$ cat src/eitrg_pkg.sv
// Package for the encoder interval trigger: register map, codes, constants.
// Assumes an APB slave with 32-bit data and word-aligned registers.
package eitrg_pkg;
    // Register byte offsets
    localparam logic [7:0] OFS_SCALE    = 8'h00;
    localparam logic [7:0] OFS_TRIG_CFG = 8'h04;
    localparam logic [7:0] OFS_STARTPOS = 8'h08;
    localparam logic [7:0] OFS_INTERVAL = 8'h0C;
    localparam logic [7:0] OFS_APPLY    = 8'h10;
    localparam logic [7:0] OFS_STATUS   = 8'h14;
    localparam logic [7:0] OFS_POSITION = 8'h18;
    localparam logic [7:0] OFS_AUX_POS  = 8'h1C;
    localparam logic [7:0] OFS_NEXT_POS = 8'h20;

    // Field positions
    localparam int SCALE_IPF_LSB  = 0;   // 4 bits
    localparam int SCALE_EDGE_LSB = 4;   // 2 bits
    localparam int CFG_MODE_LSB   = 0;   // 2 bits
    localparam int CFG_START_BIT  = 4;
    localparam int ST_REJECT_BIT  = 0;
    localparam int ST_ARMED_BIT   = 1;

    // Interpolation factor codes
    localparam logic [3:0] INTERP_X1   = 4'h0;
    localparam logic [3:0] INTERP_X2   = 4'h1;
    localparam logic [3:0] INTERP_X4   = 4'h2;
    localparam logic [3:0] INTERP_X5   = 4'h3;
    localparam logic [3:0] INTERP_X10  = 4'h4;
    localparam logic [3:0] INTERP_X20  = 4'h5;
    localparam logic [3:0] INTERP_X25  = 4'h6;
    localparam logic [3:0] INTERP_X50  = 4'h7;
    localparam logic [3:0] INTERP_X100 = 4'h8;

    // Edge evaluation codes
    localparam logic [1:0] EDGE_EVAL_X1 = 2'h0;
    localparam logic [1:0] EDGE_EVAL_X2 = 2'h1;
    localparam logic [1:0] EDGE_EVAL_X4 = 2'h2;

    // Trigger modes
    localparam logic [1:0] TRIG_MODE_OFF        = 2'h0;
    localparam logic [1:0] TRIG_MODE_SINGLE_POS = 2'h1;
    localparam logic [1:0] TRIG_MODE_PERIODIC   = 2'h2;

    // Start select
    localparam logic START_FROM_CURRENT_POS    = 1'b0;
    localparam logic START_FROM_PROGRAMMED_POS = 1'b1;

    // Minimum periodic interval in counting steps
    localparam logic [31:0] MIN_INTERVAL = 32'h0000_0006;

    // Reset values
    localparam logic [31:0] RST_ZERO = 32'h0000_0000;

    typedef enum logic [2:0] {
        ST_IDLE   = 3'b001,
        ST_ARMED  = 3'b010,
        ST_DONE   = 3'b100
    } eitrg_state_t;
endpackage

$ cat src/eitrg_scale_if.sv
// Interface carrying the shared scaling setting and count steps.
// Assumes one clock domain; the counter module only reads the setting.
`timescale 1ns/1ps
`default_nettype none
interface eitrg_scale_if;
    logic [3:0] ipf;        // Interpolation code
    logic [1:0] edge_sel;   // Edge evaluation code
    logic       step;       // One counting step
    logic       dir_up;     // Direction of step
    modport ctrl (output ipf, output edge_sel, input step, input dir_up);
    modport cnt  (input ipf, input edge_sel, output step, output dir_up);
endinterface
`default_nettype wire

$ cat src/eitrg_top.sv
// Interval trigger top: APB registers, position counters, trigger compare.
// Assumes A/B encoder pins asynchronous to REF_CLK (20 MHz).
// Notes on behaviour
// - Counting steps per period are interpolation factor times edge factor for edges at least ipf_val clocks apart.
// - Interpolation selectable as 1, 2, 4, 5, 10, 20, 25, 50 or 100.
// - Edge evaluation selectable as 1, 2 or 4.
// - One scaling setting drives both trigger and auxiliary counters.
// - Modes are off, single position and periodic.
// - Single mode gives exactly one pulse when position hits start.
// - Periodic mode pulses at start and then every interval steps.
// - Start select picks programmed start or position at apply time.
//
// Local design decisions: the placing of the registers and register access over APB.
`timescale 1ns/1ps
`default_nettype none
module eitrg_top (
    input  wire logic        REF_CLK,
    input  wire logic        RSTN,
    input  wire logic        PSEL,
    input  wire logic        PENABLE,
    input  wire logic        PWRITE,
    input  wire logic [7:0]  PADDR,
    input  wire logic [31:0] PWDATA,
    output logic      [31:0] PRDATA,
    output logic             PREADY,
    output logic             PSLVERR,
    input  wire logic        ENC_A,
    input  wire logic        ENC_B,
    input  wire logic        AUX_A,
    input  wire logic        AUX_B,
    output logic             TRIG_OUT
);
    eitrg_scale_if sc_main ();
    eitrg_scale_if sc_aux ();

    // Synchronisers, counters, staged settings and run state
    logic [1:0]              a_sync_r;
    logic [1:0]              b_sync_r;
    logic [1:0]              xa_sync_r;
    logic [1:0]              xb_sync_r;
    logic [31:0]             pos_r;
    logic [31:0]             aux_pos_r;
    logic [31:0]             next_r;
    logic [31:0]             startpos_r;
    logic [31:0]             interval_r;
    logic [31:0]             run_int_r;
    logic [5:0]              scale_r;
    logic [4:0]              cfg_r;
    logic                    reject_r;
    logic [1:0]              run_mode_r;
    eitrg_pkg::eitrg_state_t state_r;
    eitrg_pkg::eitrg_state_t state_nxt;

    // Two-flop synchronisers for the encoder pins
    // Only the second stage is read; the first may go metastable
    always_ff @(posedge REF_CLK or negedge RSTN) begin
        if (!RSTN) begin
            a_sync_r  <= 2'h0;
            b_sync_r  <= 2'h0;
            xa_sync_r <= 2'h0;
            xb_sync_r <= 2'h0;
        end else begin
            a_sync_r  <= {a_sync_r[0], ENC_A};
            b_sync_r  <= {b_sync_r[0], ENC_B};
            xa_sync_r <= {xa_sync_r[0], AUX_A};
            xb_sync_r <= {xb_sync_r[0], AUX_B};
        end
    end

    // Shared scaling feeds both counter paths
    assign sc_main.ipf      = scale_r[3:0];
    assign sc_main.edge_sel = scale_r[5:4];
    assign sc_aux.ipf       = scale_r[3:0];
    assign sc_aux.edge_sel  = scale_r[5:4];

    eitrg_step_gen u_main (
        .clk   (REF_CLK),
        .rst_n (RSTN),
        .a_s   (a_sync_r[1]),
        .b_s   (b_sync_r[1]),
        .sc    (sc_main)
    );
    eitrg_step_gen u_aux (
        .clk   (REF_CLK),
        .rst_n (RSTN),
        .a_s   (xa_sync_r[1]),
        .b_s   (xb_sync_r[1]),
        .sc    (sc_aux)
    );

    // APB decode; slave always ready, unmapped reads zero with error
    // Writes to read-only words are dropped without an error
    wire acc      = PSEL & PENABLE;
    wire wr       = acc & PWRITE;
    wire wr_scale = wr & (PADDR == eitrg_pkg::OFS_SCALE);
    wire wr_cfg   = wr & (PADDR == eitrg_pkg::OFS_TRIG_CFG);
    wire wr_start = wr & (PADDR == eitrg_pkg::OFS_STARTPOS);
    wire wr_int   = wr & (PADDR == eitrg_pkg::OFS_INTERVAL);
    wire wr_apply = wr & (PADDR == eitrg_pkg::OFS_APPLY) & PWDATA[0];
    wire mapped   = (PADDR[1:0] == 2'h0) && (PADDR <= eitrg_pkg::OFS_NEXT_POS);

    // Validity checks on the written codes and staged interval
    wire [3:0] w_ipf   = PWDATA[eitrg_pkg::SCALE_IPF_LSB +: 4];
    wire [1:0] w_edge  = PWDATA[eitrg_pkg::SCALE_EDGE_LSB +: 2];
    wire scale_ok = (w_ipf <= eitrg_pkg::INTERP_X100) &&
                    (w_edge <= eitrg_pkg::EDGE_EVAL_X4);
    wire [1:0] c_mode  = cfg_r[eitrg_pkg::CFG_MODE_LSB +: 2];
    wire c_start = cfg_r[eitrg_pkg::CFG_START_BIT];
    wire cfg_ok = (c_mode <= eitrg_pkg::TRIG_MODE_PERIODIC) &&
                  ((c_mode != eitrg_pkg::TRIG_MODE_PERIODIC) ||
                   (interval_r >= eitrg_pkg::MIN_INTERVAL));

    assign PREADY  = 1'b1;
    assign PSLVERR = acc & (~mapped | (wr_scale & ~scale_ok) |
                     (wr_apply & ~cfg_ok));

    // Read mux
    always_comb begin
        PRDATA = eitrg_pkg::RST_ZERO;
        case (PADDR)
            eitrg_pkg::OFS_SCALE:    PRDATA = {26'h0, scale_r};
            eitrg_pkg::OFS_TRIG_CFG: PRDATA = {27'h0, cfg_r};
            eitrg_pkg::OFS_STARTPOS: PRDATA = startpos_r;
            eitrg_pkg::OFS_INTERVAL: PRDATA = interval_r;
            eitrg_pkg::OFS_STATUS:   PRDATA = {30'h0,
                                      (state_r == eitrg_pkg::ST_ARMED),
                                      reject_r};
            eitrg_pkg::OFS_POSITION: PRDATA = pos_r;
            eitrg_pkg::OFS_AUX_POS:  PRDATA = aux_pos_r;
            eitrg_pkg::OFS_NEXT_POS: PRDATA = next_r;
            default:                 PRDATA = eitrg_pkg::RST_ZERO;
        endcase
    end

    // Staged settings; a rejected write leaves the old value
    // Trigger settings wait for apply, so a half-written setup is never used; scale_r acts at once
    always_ff @(posedge REF_CLK or negedge RSTN) begin
        if (!RSTN) begin
            scale_r    <= 6'h00;
            cfg_r      <= 5'h00;
            startpos_r <= eitrg_pkg::RST_ZERO;
            interval_r <= eitrg_pkg::RST_ZERO;
            reject_r   <= 1'b0;
        end else begin
            if (wr_scale && scale_ok) scale_r <= PWDATA[5:0];
            if (wr_cfg) cfg_r <= PWDATA[4:0];
            if (wr_start) startpos_r <= PWDATA;
            if (wr_int) interval_r <= PWDATA;
            if (wr_scale || wr_apply)
                reject_r <= wr_scale ? ~scale_ok : ~cfg_ok;
        end
    end

    // Main position counter; steps arrive already scaled
    wire [31:0] pos_step = sc_main.dir_up ? pos_r + 32'h1 : pos_r - 32'h1;
    always_ff @(posedge REF_CLK or negedge RSTN) begin
        if (!RSTN) begin
            pos_r <= eitrg_pkg::RST_ZERO;
        end else if (sc_main.step) begin
            pos_r <= pos_step;
        end
    end

    // Auxiliary counter at the same scaling, kept for readback only
    wire [31:0] aux_step = sc_aux.dir_up ? aux_pos_r + 32'h1
                                         : aux_pos_r - 32'h1;
    always_ff @(posedge REF_CLK or negedge RSTN) begin
        if (!RSTN) begin
            aux_pos_r <= eitrg_pkg::RST_ZERO;
        end else if (sc_aux.step) begin
            aux_pos_r <= aux_step;
        end
    end

    // Trigger compare on the live count, so the pulse is combinational
    wire do_apply = wr_apply & cfg_ok;

    // Start point of a run; the current position fires on the next cycle
    // An apply landing on a hit cycle may thus give a second pulse at once
    wire [31:0] start_pt = (c_start == eitrg_pkg::START_FROM_CURRENT_POS) ?
                           pos_r : startpos_r;
    wire hit      = (state_r == eitrg_pkg::ST_ARMED) && (pos_r == next_r);
    assign TRIG_OUT = hit;

    // Run state; an accepted apply overrides whatever the hit did
    always_comb begin
        state_nxt = state_r;
        case (state_r)
            eitrg_pkg::ST_IDLE:  state_nxt = state_r;
            eitrg_pkg::ST_ARMED:
                if (hit && run_mode_r == eitrg_pkg::TRIG_MODE_SINGLE_POS)
                    state_nxt = eitrg_pkg::ST_DONE;
            eitrg_pkg::ST_DONE:  state_nxt = state_r;
            default:             state_nxt = eitrg_pkg::ST_IDLE;
        endcase
        if (do_apply)
            state_nxt = (c_mode == eitrg_pkg::TRIG_MODE_OFF) ?
                        eitrg_pkg::ST_IDLE : eitrg_pkg::ST_ARMED;
    end

    // Start point and next compare value
    always_ff @(posedge REF_CLK or negedge RSTN) begin
        if (!RSTN) begin
            state_r    <= eitrg_pkg::ST_IDLE;
            next_r     <= eitrg_pkg::RST_ZERO;
            run_int_r  <= eitrg_pkg::RST_ZERO;
            run_mode_r <= eitrg_pkg::TRIG_MODE_OFF;
        end else begin
            state_r <= state_nxt;
            if (do_apply) begin
                run_mode_r <= c_mode;
                run_int_r  <= interval_r;
                next_r     <= start_pt;
            end else if (hit &&
                         run_mode_r == eitrg_pkg::TRIG_MODE_PERIODIC) begin
                next_r <= next_r + run_int_r;
            end
        end
    end
endmodule
`default_nettype wire

$ cat src/eitrg_step_gen.sv
// Quadrature decoder and interpolation divider producing counting steps.
// Assumes A/B already synchronised; setting is shared by both counters.
`timescale 1ns/1ps
`default_nettype none
module eitrg_step_gen (
    input  wire logic    clk,
    input  wire logic    rst_n,
    input  wire logic    a_s,
    input  wire logic    b_s,
    eitrg_scale_if.cnt   sc
);
    logic [1:0] ab_r;
    logic [6:0] rem_r;
    logic [6:0] rem_nxt;
    logic [6:0] ipf_val;
    logic       edge_a_rise;
    logic       any_edge;
    logic       edge_ok;
    logic       up;
    logic       rem_busy;

    // Interpolation factor table; each qualified edge is spread into
    // ipf_val counting steps, one per clock, as the pins carry no
    // analog phase to interpolate
    assign ipf_val = (sc.ipf == eitrg_pkg::INTERP_X2)   ? 7'h02 :
                     (sc.ipf == eitrg_pkg::INTERP_X4)   ? 7'h04 :
                     (sc.ipf == eitrg_pkg::INTERP_X5)   ? 7'h05 :
                     (sc.ipf == eitrg_pkg::INTERP_X10)  ? 7'h0A :
                     (sc.ipf == eitrg_pkg::INTERP_X20)  ? 7'h14 :
                     (sc.ipf == eitrg_pkg::INTERP_X25)  ? 7'h19 :
                     (sc.ipf == eitrg_pkg::INTERP_X50)  ? 7'h32 :
                     (sc.ipf == eitrg_pkg::INTERP_X100) ? 7'h64 : 7'h01;

    // Edge qualification by multiplier 1, 2 or 4; A leading B counts up
    assign any_edge    = (ab_r != {a_s, b_s});
    assign edge_a_rise = a_s & ~ab_r[1];
    assign up          = a_s ^ ab_r[0];
    assign edge_ok     = (sc.edge_sel == eitrg_pkg::EDGE_EVAL_X4) ? any_edge :
                         (sc.edge_sel == eitrg_pkg::EDGE_EVAL_X2) ?
                             (ab_r[1] != a_s) : edge_a_rise;
    // A new edge restarts the burst, so edges closer than ipf_val clocks
    // lose the rest of the previous burst
    assign rem_busy    = (rem_r != 7'h00);
    assign rem_nxt     = edge_ok  ? ipf_val - 7'h01 :
                         rem_busy ? rem_r - 7'h01 : rem_r;

    // Steps per period = interpolation x edge multiplier for edges at least ipf_val clocks apart
    always_ff @(posedge clk or negedge rst_n) begin
        if (!rst_n) begin
            ab_r      <= 2'h0;
            rem_r     <= 7'h00;
            sc.step   <= 1'b0;
            sc.dir_up <= 1'b1;
        end else begin
            ab_r    <= {a_s, b_s};
            rem_r   <= rem_nxt;
            sc.step <= edge_ok | rem_busy;
            if (edge_ok) begin
                sc.dir_up <= up;
            end
        end
    end
endmodule
`default_nettype wire

$ cat config.mk
export PLATFORM = sky130hd
export DESIGN_NAME = eitrg_top
export DESIGN_NICKNAME = d
export VERILOG_FILES = /design/src/eitrg_pkg.sv /design/src/eitrg_scale_if.sv /design/src/eitrg_top.sv /design/src/eitrg_step_gen.sv
export SDC_FILE = /design/constraint.sdc
export NUM_CORES = 1
export LEC_CHECK = 0
export BUFFER_PORTS_ARGS = -buffer_cell sky130_fd_sc_hd__buf_2
export CAP_MARGIN = 0
export CORE_ASPECT_RATIO = 1.1
export CORE_UTILIZATION = 55
export CTS_CLUSTER_DIAMETER = 200
export DETAILED_ROUTE_END_ITERATION = 6
export PLACE_DENSITY = 0.73
export SLEW_MARGIN = 10
export SYNTH_ARGS = -nofsm -noshare
export SYNTH_HDL_FRONTEND = slang
export SYNTH_HIERARCHICAL = 1
export SYNTH_SLANG_ARGS = --single-unit
$ cat constraint.sdc
create_clock -name REF_CLK -period 9.3 [get_ports REF_CLK]
set_clock_uncertainty 0.15 [all_clocks]
set_input_delay 0.93 -clock REF_CLK [delete_from_list [all_inputs] [get_ports REF_CLK]]
set_output_delay 0.93 -clock REF_CLK [all_outputs]
set_load 0.1 [all_outputs]
# ---- After elaboration in Yosys (flattened, before gate mapping)
# Cells that the tools add are included.
dict set report totals {
  regBits 239
  in_bits 49
  output_inout_bits 35
}
dict set report op_classes {
  n_addsub 8
  magnitude_cmp 5
  eq_ne 31
  mux 27
  n_bitwise 25
  n_reduce_logical 19
}
# cell count
set ops {}
lappend ops {{32-bit case mux with 8 select lines} 1}
lappend ops {{32-bit two-way mux} 5}
lappend ops {{7-bit two-way mux} 12}
lappend ops {{32-bit by 1-bit adder with 32-bit output (second input constant)} 2}
lappend ops {{32-bit by 1-bit subtractor with 32-bit output (second input constant)} 2}
lappend ops {{32-bit adder} 1}
lappend ops {{32-bit equality test} 1}
lappend ops {{8-bit by 5-bit equality test with 1-bit output (second input constant)} 4}
lappend ops {{32-bit by 3-bit >= comparator with 1-bit output (second input constant)} 1}
lappend ops {{7-bit by 1-bit subtractor with 7-bit output (second input constant)} 3}
lappend ops {{4-bit by 3-bit equality test with 1-bit output (second input constant)} 4}
lappend ops {{8-bit by 4-bit equality test with 1-bit output (second input constant)} 2}
lappend ops {{1-bit bitwise AND} 14}
lappend ops {{7-bit nonzero test} 2}
lappend ops {{4-bit by 2-bit equality test with 1-bit output (second input constant)} 2}
lappend ops {{8-bit by 3-bit equality test with 1-bit output (second input constant)} 1}
lappend ops {{8-bit by 6-bit equality test with 1-bit output (second input constant)} 1}
lappend ops {{8-bit by 6-bit less-or-equal comparator with 1-bit output (second input constant)} 1}
lappend ops {{8-bit zero test} 1}
lappend ops {{1-bit logical AND} 7}
lappend ops {{3-bit two-way mux} 2}
lappend ops {{3-bit case mux with 2 select lines} 1}
lappend ops {{2-bit nonzero test} 3}
lappend ops {{1-bit two-way mux} 5}
lappend ops {{other kinds (22)} 37}

# ---- Logic depth before layout (Yosys ltp)
# Gate-level depths: netlist of the first run.
dict set report logic_depth {
  depth_word 11
  mapped_depth 14
}

# ---- Cells and area by module
# Netlist of the first run, hierarchy kept.
# mod instances cells_per_inst area_per_inst_um2 seq_area_each_um2
set modules_own_cells {}
lappend modules_own_cells {eitrg_top 1 1491 14545.2 5431.5}
lappend modules_own_cells {eitrg_step_gen 2 87 842.1 276.5}

# ---- Worst setup path after synthesis of the first run
# Ideal clock, no wire load.
dict set report synth_path {
  path_type {input -> output}
  startpoint {input PADDR[4]}
  endpoint {output PRDATA[10]}
  t_arrival_ns 4.287
  t_required_ns 8.220
  slack_ns 3.933
  stages 6
  n_path_buf 2
  path_cell_list {nor4_1 and3_1 clkbuf_1 clkbuf_1 a22oi_1 o21ai_0}
}
dict set report synth_via {
  elab_chain_len 2
  elab_cells_between_ends 9
  classes_between {7 x eq/ne; 1 x mux; 1 x reduce/logical}
}
# element line_no
set synth_rtl {}
lappend synth_rtl {{start: declaration} eitrg_top.sv:22} ;# input wire logic [7:0] PADDR,
lappend synth_rtl {{8-bit by 6-bit equality test with 1-bit output (tied with other cells)} eitrg_top.sv:120} ;# case (PADDR)
lappend synth_rtl {{32-bit case mux with 8 select lines *} eitrg_top.sv:120}
lappend synth_rtl {{end: declaration} eitrg_top.sv:24} ;# output logic [31:0] PRDATA,
# Mark *: on every way between the ends. The rest lies on a longest branch, timed or not.

# ---- Final worst setup path of the first run
dict set report layout_path {
  startpoint {input PADDR[4]}
  endpoint {output PRDATA[5]}
}
# Same word-level chain as after synthesis.

==> run metrics, run 1 <==
startpoint types=input pin; failing checks=design-rule violations; CTS clk-pin slew, worst paths=0.06 ns; remaining global-route overflow=0; Gate power share=45.9%; antenna viol nets, final=0; DRC viols=6; Post-DP HPWL=31500 um; Worst Hold Class=reg -> reg; Initial DRC Count=1227; crit-path max cell delay=0.89 ns; PortBufs=82; Worst-Skew Late Latency=0.55 ns; post_cts resized=0; first-pass GRT wire length=71700 um; hold slack=0.192 ns; Hold Buf Count CTS=0; CP arrival=4.03 ns; CP endpoint kind=output pin; CTS tree=done; combinational family with the most area after synthesis=compound AO/OA/AOI/OAI gates; vias in the first global route=13100; setup tns final=0 ns; simple-gate area share of the yosys netlist=13.9%; Final Cycle Share=54.9%; number of inserted diodes=0; Sink Count=239; Die ar.=30200 um2; FFs w/ async S/R, synth=100%; initial antenna violation count=1; core area=28900 um2; RSZ-0062 raised after global routing=no; Most used DFF post-synth=dfrtp_1; crit path max-delay cell type=nor2_1; multiplexer area fraction after synthesis=12.7%; Final Max Tran Viols=0; Post-Synthesis Net Count=1812; First-pass DRT Iterations=7; final worst slack=4.19 ns; Starting Density=56.2%; setup repair bufs after CTS=0; # setup viols final=0; final net count=1872; Synth area leader=dfrtp_1; crit path kind=in -> out; Seq/Total Area, Yosys=36.9%; via/cell ratio=6.41; syn avg cell area=9.75 um2; most used cell along the critical path=buf_2; Synth top area share=36.4%; clock share of power=23.9%; largest net degree at the start of global routing=119; maximum clock frequency=196 MHz; run status=finished with violations; final core occ=62.2%; internal power=0.00315 W; mapped cell area=16200 um2; routability congestion estimate=0.950; main area contributors after synthesis=dfrtp_1 36%, mux2_2 9.2%, ha_1 7.3%; GRT Total Usage=29.9%; register bit count reported by yosys=239; delay-heaviest family, CP=simple AND/OR/NAND/NOR gates; CTS buffer count=28; LEAKAGE=8.37 nW; layout cells sized above 1=19.5%; Row Count=65; Compound-Gate Fraction of Synth Area=19.5%; synthesized instance count=1665; DRT Wirelength=45100 um; Routed WL per cell=21.3 um; area grow syn2layout=10.6%; switching part of the total=37.8%; YS warnings=6; Flop pwr share=30.2%; Fin. Hold Viols=0; worst-path cell chain=buf_2, nor4_1, nand3_1, nor2_1, buf_4, a222oi_1, o211ai_1, buf_2; IO Count=84; min Tclk post-route=5.11 ns; die height=182 um; Max Fanout on Critical Path=10; root buffer cell=clkbuf_16; Max Buffers Root-to-Sink=3; PD cells=281 nW/um2; Die Width=166 um; slew margin rel.=29.2%; Slew @ Worst Pin=1.06 ns; post-route cell area=18000 um2; Worst IR Drop VDD=0.223 mV; Post-synth EDFFs=0; Buf+Inv Stages, Crit Path=3; XOR/XNOR Fraction of Synth Area=6.58%; via count=13600; pre-CTS setup slack=4.34 ns; Synth Area in Adders=7.69%; htree depth=1; Netlist cell types=92; Critical Path RT=8.22 ns; max_cap viols=0; Cell Area, Placed=16900 um2; Switch Pwr=0.00191 W
==> flip-flops by register name, summed over array words and instances (netlist names), 6 cells and up <==
name and flops:
u_main/rem_r 7, scale_r 6, aux_pos_r 32, run_int_r 32, interval_r 32, next_r 32, u_aux/rem_r 7, pos_r 32
startpos_r 32
==> placed cells by master, fill, tap and decap left out, drive strengths merged, types with 17 or more instances in the layout <==
cell type	count
a21o	41
nand2	184
a222oi	29
xnor2	64
buf	103
inv	28
a211oi	23
xor2	58
ha	95
a22oi	29
o21ai	102
a21oi	126
dfrtp	236
nor2b	29
nand2b	21
nor3	31
mux2i	53
mux2	136
nor4	17
nor2	74
and3	17
clkbuf	38
==> synth_stat cells, drive strengths merged (9+ instances only) <==
master,instances
a21o,41
o21ai,102
nand2b,21
nor3,31
mux2,136
o31ai,12
a31oi,13
o21bai,14
nand4,14
o21a,10
buf,21
mux2i,53
ha,95
and3,17
nor4,17
nor2b,29
a211oi,23
nand2,184
dfrtp,236
clkbuf,49
xor2,58
nor2,74
a22oi,29
and2,9
xnor2,64
inv,28
a21oi,126
a222oi,29
nand3,13
==> power by group through the flow <==
| stage | clock (W) | combinational (W) | sequential [W] |
|---|---|---|---|
| 4_1_cts | 0.00122 | 0.00231 | 0.00152 |
| 3_3_place_gp | 0 | 0.00222 | 0.00152 |
| 5_1_grt | 0.00127 | 0.00257 | 0.00155 |
| 6_report | 0.00121 | 0.00232 | 0.00153 |
| 3_5_place_dp | 0 | 0.00229 | 0.00153 |
| 2_1_floorplan | 0 | 0.00188 | 0.00143 |
==> worst register-to-register path, delay by kind of cell, from the launching register on <==
kind,cells,cell delay [ns]
xor+xnor,1,0.08
buf+inv,2,0.43
compound gates,9,2.37
flops,1,0.61
mux,1,0.27
fa+ha+maj,1,0.44
==> metrics by stage <==
stage	total power [W]	cells
CTS	0.00505	2114
detailed placement	0.00382	2063
finish	0.00505	2114
global route	0.00539	2114
global placement	0.00375	2063
floorplan	0.00331	1665
==> path summary, 6_finish.rpt <==
| kind | startpoint | end | slack, ns | depth (start not counted) |
|---|---|---|---|---|
| max | PADDR[4] | PRDATA[5] | 4.19 | 8 |
| min | xb_sync_r[0]$_DFF_PN0_ | xb_sync_r[1]$_DFF_PN0_ | 0.19 | 0 |
| max reg2reg | u_aux/sc.dir_up$_DFFE_PN1N_ | aux_pos_r[28]$_DFFE_PN0P_ | 4.83 | 14 |
| min reg2reg | xb_sync_r[0]$_DFF_PN0_ | xb_sync_r[1]$_DFF_PN0_ | 0.19 | 0 |
| max in group asynchronous | RSTN | cfg_r[4]$_DFFE_PN0P_ | 7.23 | 2 |
| min in group asynchronous | RSTN | b_sync_r[1]$_DFF_PN0_ | 0.32 | 1 |
==> layer usage <==
layer / part of all wire, % / up-vias / GRT usage [%]
met5: 0 / - / 0
met4: 3.1 / 0 / 10.8
met3: 7.1 / 101 / 4.42
met2: 47 / 524 / 49.7
met1: 43 / 6623 / 39.8
li1: - / 6309 / -
==> kinds of logic after synthesis <==
family | after synthesis
compound gates | 459
xor+xnor | 122
fa+ha+maj | 98
buf+inv | 101
flops | 239
mux | 189
other cells | 1
simple gates | 456
==> final cells by class <==
| cell class | count | area, um2 |
|---|---|---|
| Inverter | 28 | 105 |
| Fill cell | 2363 | 10900 |
| Tap cell | 368 | 460 |
| Multi-Input combinational cell | 1325 | 9810 |
| Timing Repair Buffer | 103 | 578 |
| Sequential cell | 239 | 5990 |
| Clock inverter | 13 | 193 |
| Clock buffer | 38 | 820 |
No activity file was read; power rests on OpenSTA's default activity.
==> inputs of run 2 (changes only) <==
==> constraint.sdc (replaced) <==
create_clock -name REF_CLK -period 5 [get_ports REF_CLK]
set_clock_uncertainty 0.15 [all_clocks]
set_input_delay 0.5 -clock REF_CLK [delete_from_list [all_inputs] [get_ports REF_CLK]]
set_output_delay 0.5 -clock REF_CLK [all_outputs]
set_load 0.1 [all_outputs]
==> run 2 against run 1 <==
The run still ends with design-rule violations left. Routed wire length grew 2.2%. Via count grew 0.37%. Non-clock buffer count grew 8. Clock power grew 86%. First-iteration DRC count grew 5.9%.
==> run metrics, run 2 (synthesized netlist as in run 1, its figures left out) <==
slew margin rel.=27.5% (-1.7 points); die height=182 um (unchanged); Routed WL per cell=21.7 um (+1.8%); PD cells=523 nW/um2 (+86%); crit path kind=reg -> reg; Max Buffers Root-to-Sink=3 (unchanged); first-pass GRT wire length=72800 um (+1.5%); CP endpoint kind=flip-flop; Slew @ Worst Pin=1.09 ns (+0.0252 ns); via count=13600 (+0.37%); switching part of the total=38.1% (+0.37 points); number of fill cells=2441 (+3.3%); CP arrival=4.44 ns (+0.41 ns); initial antenna violation count=0 (-1); GRT Total Usage=30.6% (+0.70 points); vias in the first global route=13200 (+0.51%); Final Cycle Share=83.1%; Worst IR Drop VDD=0.425 mV (+91%); crit path max-delay cell type=a2111oi_0; Gate power share=45.4% (-0.5 points); footprint of the multi-input gates=9810 um2 (unchanged); CTS buffer count=28 (unchanged); CTS tree=done; Fin. Hold Viols=0 (unchanged); Die Width=166 um (unchanged); Die ar.=30200 um2 (unchanged); pre-CTS setup slack=0.885 ns (-3.45 ns); commonest cells after routing, fill and taps aside=235 x dfrtp_1, 183 x nand2_1, 132 x mux2_2, 123 x a21oi_1, 97 x o21ai_0; routability congestion estimate=0.925 (-2.7%); LEAKAGE=8.40 nW (+0.40%); antenna viol nets, final=0 (unchanged); Initial DRC Count=1300 (+5.9%); DRC viols=6 (unchanged); delay-heaviest family, CP=compound AO/OA/AOI/OAI gates; failing checks=design-rule violations; root buffer cell=clkbuf_16; run status=finished with violations; # setup viols final=0 (unchanged); area grow syn2layout=11.2%; setup tns final=0 ns (unchanged); maximum clock frequency=241 MHz; Post-DP HPWL=32500 um (+3.1%); core area=28900 um2 (unchanged); Switch Pwr=0.00360 W (+89%); number of inserted diodes=0 (unchanged); htree depth=1 (unchanged); min Tclk post-route=4.15 ns; clock share of power=23.9% (about the same); worst-path cell chain=inv_1, fa_1, a211o_1, a21oi_1, o211ai_1, a2111oi_0, o31ai_1, nand2_1, o211a_1, o21ai_0, a31oi_1, xnor2_1, mux2_2; most common cell after layout, fill and taps aside=dfrtp_1; layout cells sized above 1=19.7% (+0.13 points); max_cap viols=0 (unchanged); flop2flop setup slack=0.85 ns (-3.98 ns); First-pass DRT Iterations=7 (unchanged); CTS clk-pin slew, worst paths=0.06 ns (about the same); RSZ-0062 raised after global routing=no; Flop pwr share=30.8% (+0.6 points); final net count=1880 (+0.43%); PortBufs=82 (unchanged); Starting Density=56.2% (unchanged); Buf+Inv Stages, Crit Path=1 (-2); crit-path max cell delay=0.62 ns (-0.27 ns); final cell count without fillers=2123 (+0.43%); final worst slack=0.847 ns (-3.34 ns); Max Fanout on Critical Path=19 (+9); Final Max Tran Viols=0 (unchanged); Worst-Skew Late Latency=0.56 ns (about the same); remaining global-route overflow=0 (unchanged); post_cts resized=0 (unchanged); Worst Hold Class=in -> reg; DRT Wirelength=46100 um (+2.2%); cell total after placement=2066 (+0.15%); largest net degree at the start of global routing=103 (-13%); Row Count=65 (unchanged); internal power=0.00584 W (+86%); IO Count=84 (unchanged); Critical Path RT=5.29 ns (-2.93 ns); startpoint types=flip-flop; via/cell ratio=6.41 (about the same); Sink Count=239 (unchanged); Reg area=5990 um2 (unchanged)
run 2: changes by cell type in the layout (fill, tap and decap cells not counted), sizes merged, moves of 2 or more:
cell / previous run / this run
buf: 103 / 106
clkinvlp: 1 / 4
clkbuf: 38 / 40
dlygate4sd3: 0 / 5
clkinv: 7 / 3
run 2: power groups by stage:
| stage | logic [W] | clock network, W | registers (W) |
|---|---|---|---|
| after global placement | 0.00413 | 0 | 0.00290 |
| after CTS | 0.00427 | 0.00228 | 0.00288 |
| after detailed placement | 0.00423 | 0 | 0.00291 |
| final | 0.00428 | 0.00225 | 0.00290 |
| after global routing | 0.00474 | 0.00236 | 0.00294 |
| after floorplan | 0.00350 | 0 | 0.00267 |
run 2: cell type report:
| cell class | count | area share [%] |
|---|---|---|
| Timing Repair Buffer | 111 | 3.67 |
| Clock buffer | 40 | 4.69 |
| Multi-Input combinational cell | 1325 | 54.4 |
| Tap cell | 368 | 2.55 |
| Sequential cell | 239 | 33.2 |
| Clock inverter | 12 | 0.977 |
| Inverter | 28 | 0.582 |
run 2: what timing repair did:
item,4_1_cts,5_1_grt
buffers inserted,0,0
hold buffers,5,0
endpoints found under the hold margin,93,0
run 2: routing by layer:
metal / vias to the layer above / track usage [%] / wire length, um
met3: 117 / 4.49 / 3340
met1: 6685 / 40.6 / 19500
met4: 0 / 12.9 / 1710
met5: - / 0 / 0
li1: 6316 / - / -
met2: 489 / 50.2 / 21500
run 2: path summary, 6_finish.rpt:
check,start,endpoint,depth (start not counted)
setup / recovery,u_main/sc.dir_up$_DFFE_PN1N_,pos_r[30]$_DFFE_PN0P_,13
min in group asynchronous,RSTN,u_main/rem_r[6]$_DFFE_PN0P_,2
hold / removal,PWDATA[27],startpos_r[27]$_DFFE_PN0P_,2
hold reg to reg,xa_sync_r[0]$_DFF_PN0_,xa_sync_r[1]$_DFF_PN0_,0
max in group asynchronous,RSTN,startpos_r[7]$_DFFE_PN0P_,3
setup reg to reg,u_main/sc.dir_up$_DFFE_PN1N_,pos_r[30]$_DFFE_PN0P_,13
run 2: per-stage QoR:
step                      hold slack [ns]  utilization [%]  instance area [um2]  total power (W)
after CTS                          0.0208             62.5                18100          0.00942
final                              0.0303             62.5                18100          0.00943
after floorplan                    0.0544                -                16200          0.00617
after global routing               0.0265             62.5                18100           0.0100
after global placement              0.184             58.8                17000          0.00703
after detailed placement            0.186             58.8                17000          0.00714
